**src/shared/ssi_out_pkg.sv**
```systemverilog
// Constants, field layout and types of the SSI position word output block
package ssi_out_pkg;

    ////////////////////////////////////////////////////////////////////////////////
    // Timing
    localparam int          CLK_PERIOD_NS   = 8;
    localparam int          MONO_TIME_NS    = 20000;
    localparam int          MONO_CYC        = (MONO_TIME_NS + CLK_PERIOD_NS - 1) / CLK_PERIOD_NS;
    localparam logic [11:0] MONO_LAST       = 12'(MONO_CYC - 1);
    localparam logic [24:0] START_GUARD     = 25'h0000002;

    ////////////////////////////////////////////////////////////////////////////////
    // Widths
    localparam int          POS_W           = 26;
    localparam int          TMR_W           = 24;
    localparam int          FRAC_W          = 10;
    localparam int          FRAC_SH         = 8;
    localparam logic [7:0]  FRAC_PAD        = 8'h00;
    localparam logic [5:0]  DIV_STEPS       = 6'h20;
    localparam logic [25:0] POS_MAX         = 26'h3ffffff;
    localparam logic [5:0]  LEN_24          = 6'h18;
    localparam logic [5:0]  LEN_25          = 6'h19;
    localparam logic [5:0]  LEN_26          = 6'h1a;
    localparam logic [5:0]  LEN_WORD        = 6'h20;

    ////////////////////////////////////////////////////////////////////////////////
    // Register map and fields
    localparam logic [3:0]  REG_CTRL        = 4'h0;
    localparam logic [3:0]  REG_STATUS      = 4'h1;
    localparam logic [3:0]  REG_POS         = 4'h2;
    localparam logic [3:0]  REG_TEMP        = 4'h3;
    localparam int          CTRL_MODE_LSB   = 0;
    localparam int          CTRL_REV_BIT    = 2;
    localparam int          CTRL_GRAY_BIT   = 3;
    localparam int          CTRL_FMT_LSB    = 4;
    localparam int          CTRL_TEMP_BIT   = 6;
    localparam int          CTRL_DIFF_BIT   = 7;
    localparam int          CTRL_EXT_BIT    = 8;
    localparam int          CTRL_FILT_LSB   = 9;
    localparam int          CTRL_WIN_LSB    = 11;
    localparam int          CTRL_GRADE8_BIT = 13;
    localparam int          CTRL_MAGS_LSB   = 14;
    localparam logic [31:0] CTRL_RESET      = 32'h00004000;
    localparam int          ST_MAGS_LSB     = 0;
    localparam int          ST_ALARM_BIT    = 4;
    localparam int          ST_BUSY_BIT     = 5;

    ////////////////////////////////////////////////////////////////////////////////
    // Types
    typedef enum logic [1:0] {TM_ASYNC, TM_SYNC1, TM_SYNC2, TM_SYNC3} timing_t;
    typedef enum logic [1:0] {FMT_24, FMT_25, FMT_26, FMT_24AP} fmt_t;
    typedef enum logic [1:0] {FILT_NONE, FILT_FIR, FILT_IIR, FILT_OFF} filt_t;
    typedef enum logic [1:0] {SSI_IDLE, SSI_SHIFT, SSI_PAUSE} ssi_state_t;

endpackage : ssi_out_pkg

```
**src/shared/extrap_if.sv**
```systemverilog
// Request and answer of the extrapolation fraction divider
`timescale 1ns/100ps
`default_nettype none
interface extrap_if;
    logic [23:0] num;
    logic [23:0] den;
    logic [9:0]  quot;
    logic        done;
    modport calc (input num, input den, output quot, output done);
    modport user (output num, output den, input quot, input done);
endinterface : extrap_if
`default_nettype wire

```
**src/hw/frac_divider.sv**
```systemverilog
// Free-running serial divider: quot = min(num*256/den, 1023)
`timescale 1ns/100ps
`default_nettype none
module frac_divider (
    // Clock and reset
    input  wire logic clk_in,
    input  wire logic rst_in,
    // Operands and result
    extrap_if.calc    div
);
    logic [5:0]  step_q, step_d;
    logic [24:0] rem_q, rem_d, rem_sh;
    logic [31:0] dvd_q, dvd_d, quo_q, quo_d;
    logic [23:0] den_q, den_d;
    logic [9:0]  quot_q, quot_d;
    logic        done_q, done_d;

    ////////////////////////////////////////////////////////////////////////////////
    // One quotient bit per cycle, restarts on its own
    always_comb begin
        step_d = step_q;
        rem_d  = rem_q;
        dvd_d  = dvd_q;
        quo_d  = quo_q;
        den_d  = den_q;
        quot_d = quot_q;
        done_d = 1'b0;
        rem_sh = {rem_q[23:0], dvd_q[31]};
        if (step_q == 6'h00) begin
            dvd_d  = {div.num, ssi_out_pkg::FRAC_PAD};
            den_d  = div.den;
            rem_d  = '0;
            quo_d  = '0;
            step_d = 6'h01;
        end else begin
            if (rem_sh >= {1'b0, den_q}) begin
                rem_d = rem_sh - {1'b0, den_q};
                quo_d = {quo_q[30:0], 1'b1};
            end else begin
                rem_d = rem_sh;
                quo_d = {quo_q[30:0], 1'b0};
            end
            dvd_d = {dvd_q[30:0], 1'b0};
            if (step_q == ssi_out_pkg::DIV_STEPS) begin
                step_d = 6'h00;
                done_d = 1'b1;
                // Saturate: extrapolate at most four intervals ahead
                quot_d = (|quo_d[31:ssi_out_pkg::FRAC_W]) ? '1 : quo_d[9:0];
            end else begin
                step_d = step_q + 6'h01;
            end
        end
    end

    // Register stage
    always_ff @(posedge clk_in) begin
        if (rst_in) begin
            step_q <= '0;
            rem_q  <= '0;
            dvd_q  <= '0;
            quo_q  <= '0;
            den_q  <= '0;
            quot_q <= '0;
            done_q <= 1'b0;
        end else begin
            step_q <= step_d;
            rem_q  <= rem_d;
            dvd_q  <= dvd_d;
            quo_q  <= quo_d;
            den_q  <= den_d;
            quot_q <= quot_d;
            done_q <= done_d;
        end
    end

    assign div.quot = quot_q;
    assign div.done = done_q;
endmodule : frac_divider
`default_nettype wire

```
**src/hw/ssi_position_word_output.sv**
```systemverilog
// SSI position word output: filtering, extrapolation, word coding, shifter
`timescale 1ns/100ps
`default_nettype none
module ssi_position_word_output (
    // Clock and reset
    input  wire logic        REF_CLK_IN,
    input  wire logic        SYS_RST_IN,
    // SSI link
    input  wire logic        SSI_CLK_IN,
    output logic             SSI_DATA_OUT,
    // Measurement front end
    output logic             MEAS_START_OUT,
    input  wire logic        MEAS_DONE_IN,
    input  wire logic [25:0] POS_A_IN,
    input  wire logic [25:0] POS_B_IN,
    input  wire logic [3:0]  MAG_COUNT_IN,
    input  wire logic [7:0]  TEMP_IN,
    // Register port
    input  wire logic [3:0]  REG_ADDR_IN,
    input  wire logic [31:0] REG_WDATA_IN,
    input  wire logic        REG_WR_IN,
    input  wire logic        REG_RD_IN,
    output logic [31:0]      REG_RDATA_OUT
);
    ////////////////////////////////////////////////////////////////////////////////
    // Declarations
    logic [31:0]             ctrl_q, ctrl_d, rdata_q, rdata_d;
    ssi_out_pkg::timing_t    mode;
    ssi_out_pkg::fmt_t       fmt;
    ssi_out_pkg::filt_t      filt;
    logic                    rev, gray, temp_en, diff, ext_en, grade8;
    logic [1:0]              win;
    logic [3:0]              mags;
    logic                    busy_q, busy_d, start_q, start_d, started_q, started_d;
    logic [23:0]             dur_cnt_q, dur_cnt_d, dur_q, dur_d;
    logic [23:0]             since_q, since_d, period_q, period_d;
    logic [25:0]             hist_q [7], hist_d [7];
    logic [25:0]             iir_q, iir_d, p1_q, p1_d, p0_q, p0_d;
    logic [23:0]             elapsed_q, elapsed_d, interval_q, interval_d;
    logic                    fresh_q, fresh_d, alarm_q, alarm_d;
    logic [3:0]              seen_q, seen_d;
    logic [7:0]              temp_q, temp_d;
    logic [25:0]             diffv, rawsel, raw, fir, filtv;
    logic [28:0]             sum;
    logic [26:0]             err, step;
    logic [2:0]              nm1;
    logic                    can_sched;
    logic [25:0]             ext_q, ext_d;
    logic [26:0]             delta;
    logic [37:0]             prod, extsum;
    logic [24:0]             numsum;
    logic [2:0]              s_q, s_d;
    logic                    lvl_q, lvl_d, stable, rise, fall, latch;
    ssi_out_pkg::ssi_state_t st_q, st_d;
    logic [31:0]             sh_q, sh_d, word;
    logic [5:0]              left_q, left_d, len;
    logic [11:0]             quiet_q, quiet_d;
    logic                    data_q, data_d, use_ext, par;
    logic [25:0]             val;
    logic [23:0]             pos24;
    extrap_if                xif ();

    // Saturating timer increment
    function automatic logic [23:0] tinc(input logic [23:0] t);
        return (t == '1) ? t : t + 24'h000001;
    endfunction : tinc
    // Optional Gray coding of a zero-extended field
    function automatic logic [25:0] code(input logic [25:0] v, input logic g);
        return g ? (v ^ (v >> 1)) : v;
    endfunction : code
    // Configuration fields
    assign mode    = ssi_out_pkg::timing_t'(ctrl_q[ssi_out_pkg::CTRL_MODE_LSB +: 2]);
    assign fmt     = ssi_out_pkg::fmt_t'(ctrl_q[ssi_out_pkg::CTRL_FMT_LSB +: 2]);
    assign filt    = ssi_out_pkg::filt_t'(ctrl_q[ssi_out_pkg::CTRL_FILT_LSB +: 2]);
    assign win     = ctrl_q[ssi_out_pkg::CTRL_WIN_LSB +: 2];
    assign mags    = ctrl_q[ssi_out_pkg::CTRL_MAGS_LSB +: 4];
    assign rev     = ctrl_q[ssi_out_pkg::CTRL_REV_BIT];
    assign gray    = ctrl_q[ssi_out_pkg::CTRL_GRAY_BIT];
    assign temp_en = ctrl_q[ssi_out_pkg::CTRL_TEMP_BIT];
    assign diff    = ctrl_q[ssi_out_pkg::CTRL_DIFF_BIT];
    assign ext_en  = ctrl_q[ssi_out_pkg::CTRL_EXT_BIT];
    assign grade8  = ctrl_q[ssi_out_pkg::CTRL_GRADE8_BIT];

    ////////////////////////////////////////////////////////////////////////////////
    // Register port
    always_comb begin
        ctrl_d  = ctrl_q;
        rdata_d = '0;
        if (REG_WR_IN && REG_ADDR_IN == ssi_out_pkg::REG_CTRL) begin
            ctrl_d = REG_WDATA_IN;
        end
        if (REG_RD_IN) begin
            case (REG_ADDR_IN)
                ssi_out_pkg::REG_CTRL:   rdata_d = ctrl_q;
                ssi_out_pkg::REG_STATUS: begin
                    rdata_d[ssi_out_pkg::ST_MAGS_LSB +: 4]  = seen_q;
                    rdata_d[ssi_out_pkg::ST_ALARM_BIT]      = alarm_q;
                    rdata_d[ssi_out_pkg::ST_BUSY_BIT]       = (st_q != ssi_out_pkg::SSI_IDLE);
                end
                ssi_out_pkg::REG_POS:    rdata_d[25:0] = p1_q;
                ssi_out_pkg::REG_TEMP:   rdata_d[7:0]  = temp_q;
                default:                 rdata_d = '0;
            endcase
        end
    end

    always_ff @(posedge REF_CLK_IN) begin
        if (SYS_RST_IN) begin
            ctrl_q  <= ssi_out_pkg::CTRL_RESET;
            rdata_q <= '0;
        end else begin
            ctrl_q  <= ctrl_d;
            rdata_q <= rdata_d;
        end
    end

    ////////////////////////////////////////////////////////////////////////////////
    // Raw sample, smoothing and measurement scheduling
    always_comb begin
        diffv  = (POS_B_IN >= POS_A_IN) ? POS_B_IN - POS_A_IN : POS_A_IN - POS_B_IN;
        rawsel = diff ? diffv : POS_A_IN;
        raw    = rev ? ssi_out_pkg::POS_MAX - rawsel : rawsel;
        // Window 2, 4 or 8: newest sample plus older history
        nm1    = (win == 2'h0) ? 3'h1 : (win == 2'h1) ? 3'h3 : 3'h7;
        sum    = {3'h0, raw};
        for (int i = 0; i < 7; i++) begin
            if (i < int'(nm1)) sum = sum + {3'h0, hist_q[i]};
        end
        fir    = (win == 2'h0) ? sum[26:1] : (win == 2'h1) ? sum[27:2] : sum[28:3];
        err    = $signed({1'b0, raw}) - $signed({1'b0, iir_q});
        step   = grade8 ? 27'($signed(err) >>> 3) : 27'($signed(err) >>> 2);
        iir_d  = iir_q;
        filtv  = raw;
        if (filt == ssi_out_pkg::FILT_FIR) filtv = fir;
        if (filt == ssi_out_pkg::FILT_IIR) filtv = 26'({1'b0, iir_q} + step);
        // Sync mode 1 starts once per request period, late enough
        can_sched = (mode != ssi_out_pkg::TM_SYNC1) || (period_q == '0)
                  || (!started_q && ({1'b0, since_q} + {1'b0, dur_q} + ssi_out_pkg::START_GUARD
                      >= {1'b0, period_q}));
        start_d    = !busy_q && !start_q && !MEAS_DONE_IN && can_sched;
        busy_d     = start_d ? 1'b1 : MEAS_DONE_IN ? 1'b0 : busy_q;
        dur_cnt_d  = start_d ? '0 : busy_q ? tinc(dur_cnt_q) : dur_cnt_q;
        dur_d      = dur_q;
        started_d  = start_d ? 1'b1 : latch ? 1'b0 : started_q;
        since_d    = latch ? '0 : tinc(since_q);
        period_d   = latch ? since_q : period_q;
        hist_d     = hist_q;
        p1_d       = p1_q;
        p0_d       = p0_q;
        elapsed_d  = tinc(elapsed_q);
        interval_d = interval_q;
        fresh_d    = latch ? 1'b0 : fresh_q;
        alarm_d    = alarm_q;
        seen_d     = seen_q;
        temp_d     = temp_q;
        if (MEAS_DONE_IN) begin
            hist_d[0] = raw;
            for (int i = 1; i < 7; i++) hist_d[i] = hist_q[i-1];
            iir_d      = filtv;
            dur_d      = dur_cnt_q;
            p0_d       = p1_q;
            p1_d       = filtv;
            interval_d = elapsed_q;
            elapsed_d  = '0;
            fresh_d    = 1'b1;
            alarm_d    = (MAG_COUNT_IN != mags);
            seen_d     = MAG_COUNT_IN;
            temp_d     = TEMP_IN;
        end
    end

    always_ff @(posedge REF_CLK_IN) begin
        if (SYS_RST_IN) begin
            busy_q <= 1'b0;
            start_q <= 1'b0;
            started_q <= 1'b0;
            dur_cnt_q <= '0;
            dur_q <= '0;
            since_q <= '0;
            period_q <= '0;
            for (int i = 0; i < 7; i++) hist_q[i] <= '0;
            iir_q <= '0;
            p1_q <= '0;
            p0_q <= '0;
            elapsed_q <= '0;
            interval_q <= '0;
            fresh_q <= 1'b0;
            alarm_q <= 1'b0;
            seen_q <= '0;
            temp_q <= '0;
        end else begin
            busy_q <= busy_d;
            start_q <= start_d;
            started_q <= started_d;
            dur_cnt_q <= dur_cnt_d;
            dur_q <= dur_d;
            since_q <= since_d;
            period_q <= period_d;
            hist_q <= hist_d;
            iir_q <= iir_d;
            p1_q <= p1_d;
            p0_q <= p0_d;
            elapsed_q <= elapsed_d;
            interval_q <= interval_d;
            fresh_q <= fresh_d;
            alarm_q <= alarm_d;
            seen_q <= seen_d;
            temp_q <= temp_d;
        end
    end

    ////////////////////////////////////////////////////////////////////////////////
    // Linear extrapolation; mode 3 adds the measurement lag
    assign numsum = {1'b0, elapsed_q} + ((mode == ssi_out_pkg::TM_SYNC3) ? {1'b0, dur_q} : '0);
    assign xif.num = numsum[24] ? '1 : numsum[23:0];
    assign xif.den = interval_q;
    frac_divider u_div (
        .clk_in (REF_CLK_IN),
        .rst_in (SYS_RST_IN),
        .div    (xif)
    );
    // Full-width product: slope times fraction must not wrap
    always_comb begin
        delta  = $signed({1'b0, p1_q}) - $signed({1'b0, p0_q});
        prod   = $signed({{11{delta[26]}}, delta}) * $signed({28'h0, xif.quot});
        extsum = 38'($signed({12'h000, p1_q}) + ($signed(prod) >>> ssi_out_pkg::FRAC_SH));
        ext_d  = ext_q;
        if (xif.done) begin
            if (interval_q == '0 || extsum[37]) ext_d = (interval_q == '0) ? p1_q : '0;
            else if (|extsum[36:26]) ext_d = ssi_out_pkg::POS_MAX;
            else ext_d = extsum[25:0];
        end
    end
    always_ff @(posedge REF_CLK_IN) begin
        if (SYS_RST_IN) ext_q <= '0;
        else ext_q <= ext_d;
    end

    ////////////////////////////////////////////////////////////////////////////////
    // Output word selection and coding
    always_comb begin
        use_ext = (mode == ssi_out_pkg::TM_SYNC3)
               || (((mode == ssi_out_pkg::TM_SYNC2)
                   || (mode == ssi_out_pkg::TM_ASYNC && ext_en)) && !fresh_q);
        val     = use_ext ? ext_q : p1_q;
        pos24   = 24'(code({2'h0, val[23:0]}, gray));
        par     = ^{pos24, alarm_q};
        word    = '0;
        len     = ssi_out_pkg::LEN_24;
        if (temp_en) begin
            word = {8'(code({18'h0, temp_q}, gray)), pos24};
            len  = ssi_out_pkg::LEN_WORD;
        end else begin
            unique case (fmt)
                ssi_out_pkg::FMT_24:   word[23:0] = pos24;
                ssi_out_pkg::FMT_25: begin
                    word[24:0] = 25'(code({1'h0, val[24:0]}, gray));
                    len        = ssi_out_pkg::LEN_25;
                end
                ssi_out_pkg::FMT_26: begin
                    word[25:0] = code(val, gray);
                    len        = ssi_out_pkg::LEN_26;
                end
                ssi_out_pkg::FMT_24AP: begin
                    word[25:0] = {pos24, alarm_q, par};
                    len        = ssi_out_pkg::LEN_26;
                end
            endcase
        end
    end

    ////////////////////////////////////////////////////////////////////////////////
    // SSI clock sampling and shift machine
    always_comb begin
        s_d    = {s_q[1:0], SSI_CLK_IN};
        stable = (s_q[1] == s_q[2]);
        rise   = stable && s_q[2] && !lvl_q;
        fall   = stable && !s_q[2] && lvl_q;
        lvl_d  = stable ? s_q[2] : lvl_q;
        latch  = (st_q == ssi_out_pkg::SSI_IDLE) && fall;
        st_d    = st_q;
        sh_d    = sh_q;
        left_d  = left_q;
        data_d  = data_q;
        quiet_d = (rise || fall) ? '0 : quiet_q + 12'h001;
        unique case (st_q)
            ssi_out_pkg::SSI_IDLE: begin
                quiet_d = '0;
                data_d  = 1'b1;
                if (latch) begin
                    sh_d   = word << (ssi_out_pkg::LEN_WORD - len);
                    left_d = len;
                    st_d   = ssi_out_pkg::SSI_SHIFT;
                end
            end
            ssi_out_pkg::SSI_SHIFT: begin
                if (rise) begin
                    data_d = sh_q[31];
                    sh_d   = {sh_q[30:0], 1'b0};
                    left_d = left_q - 6'h01;
                    if (left_q == 6'h01) st_d = ssi_out_pkg::SSI_PAUSE;
                end
            end
            ssi_out_pkg::SSI_PAUSE: if (rise) data_d = 1'b0;
            default: st_d = ssi_out_pkg::SSI_IDLE;
        endcase
        // Clock gone quiet: a cut frame or a finished one ends here
        if (st_q != ssi_out_pkg::SSI_IDLE && quiet_q == ssi_out_pkg::MONO_LAST) begin
            st_d   = ssi_out_pkg::SSI_IDLE;
            data_d = 1'b1;
        end
    end

    always_ff @(posedge REF_CLK_IN) begin
        if (SYS_RST_IN) begin
            s_q     <= 3'h7;
            lvl_q   <= 1'b1;
            st_q    <= ssi_out_pkg::SSI_IDLE;
            sh_q    <= '0;
            left_q  <= '0;
            quiet_q <= '0;
            data_q  <= 1'b1;
        end else begin
            s_q     <= s_d;
            lvl_q   <= lvl_d;
            st_q    <= st_d;
            sh_q    <= sh_d;
            left_q  <= left_d;
            quiet_q <= quiet_d;
            data_q  <= data_d;
        end
    end
    // Outputs straight from flip-flops
    assign SSI_DATA_OUT   = data_q;
    assign MEAS_START_OUT = start_q;
    assign REG_RDATA_OUT  = rdata_q;
endmodule : ssi_position_word_output
`default_nettype wire

```
**config.mk**
```make
export PLATFORM = sky130hd
export DESIGN_NAME = ssi_position_word_output
export DESIGN_NICKNAME = d
export VERILOG_FILES = /design/src/shared/ssi_out_pkg.sv /design/src/shared/extrap_if.sv /design/src/hw/frac_divider.sv /design/src/hw/ssi_position_word_output.sv
export SDC_FILE = /design/constraint.sdc
export NUM_CORES = 2
export LEC_CHECK = 0
export BUFFER_PORTS_ARGS = -buffer_cell sky130_fd_sc_hd__buf_2
export CAP_MARGIN = 20
export CORE_MARGIN = 2
export CORE_UTILIZATION = 42
export DETAILED_ROUTE_END_ITERATION = 12
export PLACE_DENSITY_LB_ADDON = 0.25
export SETUP_SLACK_MARGIN = 0.02
export SLEW_MARGIN = 20
export SYNTH_ARGS = -nofsm -noshare
export SYNTH_HDL_FRONTEND = slang
export SYNTH_SLANG_ARGS = --single-unit
```
**constraint.sdc**
```tcl
create_clock -name REF_CLK_IN -period 31.7 [get_ports REF_CLK_IN]
set_input_delay 3.17 -clock REF_CLK_IN [delete_from_list [all_inputs] [get_ports REF_CLK_IN]]
set_output_delay 3.17 -clock REF_CLK_IN [all_outputs]
set_load 0.02 [all_outputs]
```
Word level (Yosys, flattened, before mapping)
Cells that the tools add are included.

Flip-flop bits (word level): 670. Word-level logic and storage cells: 235. Input bits: 106.

$mul: 1. Mux-type cells: 63. Reduce and logical (&&, ||, !) cells: 58. Add/sub/neg operators: 25. Magnitude comparators: 10. Shifts and indexed selects: 1. Bitwise operators: 9. Equality and inequality tests: 26.

Operators with widths (number): 2-to-1 mux 26 bit (13); adder 29 x 26 -> 29 bit (6); 2-to-1 mux 29 bit (6); 2-to-1 mux 32 bit (4); 2-to-1 mux 24 bit (5); one-hot mux 24 bit (4 select lines) (1); adder 24 x 1 -> 24 bit (second input constant) (3); == test 24 bit (second input constant) (3); one-hot mux 32 bit (2 select lines) (1); subtractor 26 x 26 -> 27 bit (2); subtractor 26 bit (2); adder 24 x 24 -> 25 bit (2); greater-or-equal comparator 25 x 24 -> 1 bit (2); zero test 24 bit (2); multiplier 27 x 11 -> 38 bit (1); one-hot mux 18 bit (2 select lines) (1); << shifter 32 x 6 -> 32 bit (1); adder 27 x 30 -> 31 bit (1); adder 26 x 26 -> 27 bit (1); 2-to-1 mux 27 bit (1); adder 26 bit (1); greater-or-equal comparator 26 bit (1); subtractor 26 bit (first input constant) (1); bitwise XOR 26 x 25 -> 26 bit (1); 53 further kinds (131).

Logic depth before layout (Yosys ltp)
Depth in word-level cells: 23. Gate-level depth with buffers: 79.

Cells and area by module
From an unflattened synthesis, not the netlist that was laid out.

Cell total of the unflattened synthesis: 7360. Area total of the unflattened synthesis: 59203.0 um^2.

Modules (own cells, without submodules): ssi_position_word_output (cells an instance 6781, area an instance 53948.0 um^2, times used 1); frac_divider (cells an instance 579, area an instance 5255.0 um^2, times used 1).

Worst setup path before layout
No wires, ideal clock.

Kind: input port to flip-flop. Start: input POS_A_IN[3]. End: register p1_q[25]. Data required time: 31573 ps. Setup time: 127 ps. Stages on the path: 76. Arrival time: 16364 ps. Setup slack: 15209 ps. Cell sequence: inv_1 ha_1 buf_2 a21o_1 a21o_1 a21oi_1 o221ai_1 a22oi_2 a211oi_2 nor2_2 buf_4 mux2_2 a221oi_1 xnor2_1 and2_1 o21a_1 nor2_1 ha_1 [40 not listed] o21bai_1 xor2_1 a21o_1 ha_1 a21o_1 o21ai_0 nand2b_1 o41ai_1 a21oi_1 a31oi_1 o21a_1 nor2_1 mux2i_1 nor2_1 a211oi_1 o21ai_0 mux2i_1 o31ai_1.

Longest elaborated chain between the ends: 23. Elaborated cells between the ends (all ways): 28.

RTL lines: start: declaration (RTL line ssi_position_word_output.sv:14) `input wire logic [25:0] POS_A_IN,`; subtractor 26 bit / greater-or-equal comparator 26 bit (equally long branches) (RTL line ssi_position_word_output.sv:120) `diffv = (POS_B_IN >= POS_A_IN) ? POS_B_IN - POS_A_IN : POS_A_IN - POS_B_IN;`; 2-to-1 mux 26 bit (RTL line ssi_position_word_output.sv:120); 2-to-1 mux 26 bit * (RTL line ssi_position_word_output.sv:121) `rawsel = diff ? diffv : POS_A_IN;`; subtractor 26 bit (RTL line ssi_position_word_output.sv:122) `raw = rev ? ssi_out_pkg::POS_MAX - rawsel : rawsel;`; 2-to-1 mux 26 bit * (RTL line ssi_position_word_output.sv:122); via raw[3] (RTL line ssi_position_word_output.sv:43) `logic [25:0] diffv, rawsel, raw, fir, filtv;`; adder 26 x 26 -> 27 bit (RTL line ssi_position_word_output.sv:127) `if (i < int'(nm1)) sum = sum + {3'h0, hist_q[i]};`; 2-to-1 mux 27 bit (RTL line ssi_position_word_output.sv:127); [7 not listed]; 2-to-1 mux 29 bit (RTL line ssi_position_word_output.sv:127); adder 29 x 26 -> 29 bit (RTL line ssi_position_word_output.sv:127); 2-to-1 mux 29 bit (RTL line ssi_position_word_output.sv:127); adder 29 x 26 -> 29 bit (RTL line ssi_position_word_output.sv:127); 2-to-1 mux 29 bit (RTL line ssi_position_word_output.sv:127); 2-to-1 mux 26 bit (2 in series) (RTL line ssi_position_word_output.sv:129) `fir = (win == 2'h0) ? sum[26:1] : (win == 2'h1) ? sum[27:2] : sum[28:3];`; 2-to-1 mux 26 bit (RTL line ssi_position_word_output.sv:134) `if (filt == ssi_out_pkg::FILT_FIR) filtv = fir;`; 2-to-1 mux 26 bit * (RTL line ssi_position_word_output.sv:135) `if (filt == ssi_out_pkg::FILT_IIR) filtv = 26'({1'b0, iir_q} + step);`; end signal: assignment (RTL line ssi_position_word_output.sv:201) `p1_q <= p1_d;`; end: declaration (RTL line ssi_position_word_output.sv:38) `logic [25:0] iir_q, iir_d, p1_q, p1_d, p0_q, p0_d;`.

The timed path passes the listed nets; every way through them passes the cells marked *. A chain may end at the register's enable or synchronous reset.

Worst setup path after layout
Ends and elaborated chain as after synthesis.

==> impl_results.md <==
* CP arrival at between 15 and 20 ns
* Seq/Total Area, Yosys at 0.225
* Async SR Flop Fraction at 0
* CTS tree: built
* Max Slew Vio Count at 0
* Post-cts resize count at 0
* Share of layout cells above drive strength 1 at 0.0642
* RePlAce Congestion at ~0.97
* Drt first-iter violations at between 4,000 and 5,000
* Min-delay src: u_div.dvd_q[29]
* Most common cell after layout, fill and taps aside: nor2_1
* Slowest stage cell, crit path: nor2_2
* First-pass GRT wire length at about 280 mm
* Metal2 WL at between 70 and 80 mm
* Clk_lat worst skew at around 0.72 ns
* Post-synthesis register bit count at about 660
* Drt pass-1 iters at 5
* Clock sinks at approximately 660
* Final Hold Fails at 0
* Final worst-path cycle share at 0.581
* Cell count after placement at roughly 9,200
* CTS root buffer: clkbuf_16
* GRT Total Usage at 0.248
* Core Region at ~140,000 um^2
* Highest Signal Layer: met5
* P_leak at a little under 30 nW
* Most frequent cell on the critical path: ha_1
* Total gr overflow at 0
* Largest net degree at the start of global routing at ~150
* # IOs at 140
* Avg Vias per Cell at roughly 5.6
* Die Area at about 140,000 um^2
* Antenna Nets Post-Route at 0
* TNS Setup at 0 ns
* Initial antenna violation count at 15
* CTS H-tree depth at 3
* Filler instances at ~14,000
* Die X at about 380 um
* Met3 WL at 12.5 mm
* Max VDD drop at ~0.042 mV
* Vias at between 50,000 and 60,000
* Max-cap violations at 0
* Total power at ~0.0028 W
* Area of the multi-input gates at approximately 43,000 um^2
* Clk slew on worst S/H paths at ~0.060 ns
* Slowest stage delay, CP at 0.47 ns
* Vias in the first global route at approximately 49,000
* Avg WL per Cell at 19.3 um
* Fin nets at 8,285
* Worst min path class: reg2reg
* Number of enable flip-flop cells after synthesis at 0
* Status: finished, final reports clean
* Worst-margin pin slew at approximately 1.1 ns
* WP data required at 32.29 ns
* Initial core utilization at 0.423
* Type of origin of the critical path: input port
* RSZ-0062 raised after global routing: no
* Dominant synthesized flop cell: dfxtp_1
* Residual DRC count at 0
* CP Max Fanout at 10
* Total setup buffers inserted after CTS at 0
* CTS Buf Count at between 80 and 90
* Critical path origin: POS_A_IN[3]
* PortBufs at approximately 140
* Setup violators final at 0
* Post-synth cell types at between 100 and 150
* Synthesized instance count at 7,384
* Final Non-Filler Cells at about 9,300
* FF+latch area at around 13,000 um^2
* Die Y at 379 um
* Area growth syn-to-layout at 9.21%
* Post-Syn Nets at around 8,300
* Power per Cell Area at around 43 nW/um^2
* Worst-case clock skew at ~0.068 ns
* Max Freq at 54.3 MHz
* WS Path Type: in2reg
* Most frequent cells in the layout: nor2_1, nand2_1, dfxtp_1, inv_1, ha_1
* Average cell area after synthesis at ~8 um^2
* Hpwl dp at ~140 mm
* YS warnings at 0
* Std-Cell Rows at 137
* Metal-1 WL at about 86 mm
* Slew HR at 0.281
* Routed WL at 180 mm
* Fin Hold WS at around 0.4 ns
* Crit end category: flop
* Hold_buf cts at 0
* Area of the mapped netlist at 59,000 um^2
* Tmin final at 18.41 ns
* Clock tree buffer depth at 3
* Reg-to-reg startpoint: ctrl_q[7]
## cells in the mapped netlist (16+ instances only)
library cell  number  area, um^2
a211o_1           16         140
a211oi_1          87         653
a21boi_0          19         143
a21o_1           250        1880
a21oi_1          507        2540
a221oi_1          29         254
a22o_1            30         263
a311oi_1          24         210
a31o_2            19         166
a31oi_1           64         400
and2_1           195        1220
and3_1            84         526
buf_1             35         131
buf_2             26         130
clkbuf_1         253         950
dfxtp_1          662       13300
fa_1             247        4940
ha_1             547        6840
inv_1            554        2080
mux2_2            18         203
mux2i_1          358        3580
nand2_1          774        2910
nand2b_1          66         413
nand3_1          117         586
nand4_1           47         294
nor2_1           825        3100
nor2b_1           84         526
nor3_1           131         656
nor4_1            29         181
o211ai_1          45         338
o21a_1            68         510
o21ai_0          298        1490
o21bai_1          40         300
o22ai_1           27         169
o31ai_1           24         180
or2_2             22         138
or3_1             42         263
xnor2_1          317        2780
xor2_1           182        1590
## state kept, by name (all words and copies together) (netlist names), 26 cells and up
register and count:
u_div.quo_q 31, p0_q 26, ext_q 26, ctrl_q 32, sh_q 32, p1_q 26, hist_q 182, REG_RDATA_OUT 32
## area by class of cell
| type | instances | area share |
|---|---|---|
| flip-flops and latches | 662 | 0.206 |
| multi-input cells | 5846 | 0.660 |
| diodes | 2 | 0.0000776 |
| clock inverters | 34 | 0.00712 |
| well taps | 1876 | 0.0364 |
| clock buffers | 111 | 0.0349 |
| repair buffers | 235 | 0.0234 |
| inverters | 559 | 0.0326 |
## critical path, delay by kind of cell
| family | cells | cell delay [ns] |
|---|---|---|
| adders and majority gates | 8 | 2.65 |
| and+or+nand+nor | 20 | 4.09 |
| buffers and inverters | 4 | 0.30 |
| AOI/OAI and AO/OA | 33 | 6.81 |
| xor gates and xnor gates | 7 | 1.03 |
| muxes | 3 | 0.89 |
## worst paths after layout
| check | end | slack (ns) | depth (start not counted) |
|---|---|---|---|
| max | p1_q[25] | 13.29 | 75 |
| min | u_div.dvd_q[30] | 0.41 | 2 |
| max reg2reg | p1_q[25] | 17.17 | 65 |
| min reg2reg | u_div.dvd_q[30] | 0.41 | 2 |
## kinds of logic after synthesis
logic type,count (synthesis),share of synthesized area
muxes,383,0.0666
xor gates and xnor gates,502,0.0751
and+or+nand+nor,2463,0.189
buffers and inverters,876,0.0565
DFF,662,0.225
AOI/OAI and AO/OA,1704,0.188
adders and majority gates,794,0.200
## per-layer routing
metal,vias to the layer above,global-route usage
met2,1485,0.378
met5,-,0
met3,258,0.0411
li1,25500,-
met1,25100,0.359
met4,24,0.0632
## through the flow
stage               setup slack, ns  cell area [um^2]  utilization
floorplan                     15.21             59000            -
global placement              13.06             61700        0.442
detailed placement            12.88             61700        0.442
CTS                           13.56             64400        0.462
global route                  12.19             64500        0.462
finish                        13.29             64500        0.462
## report_power, final
group / switching (W) / leakage (nW) / internal [W]
Clock: 0.000409 / 1.32 / 0.000553
Combinational: 0.000562 / 22.5 / 0.000361
Sequential: 0.0000169 / 5.36 / 0.000852
Total: 0.000988 / 29.2 / 0.00177
Power figures use the tool's default switching activity.
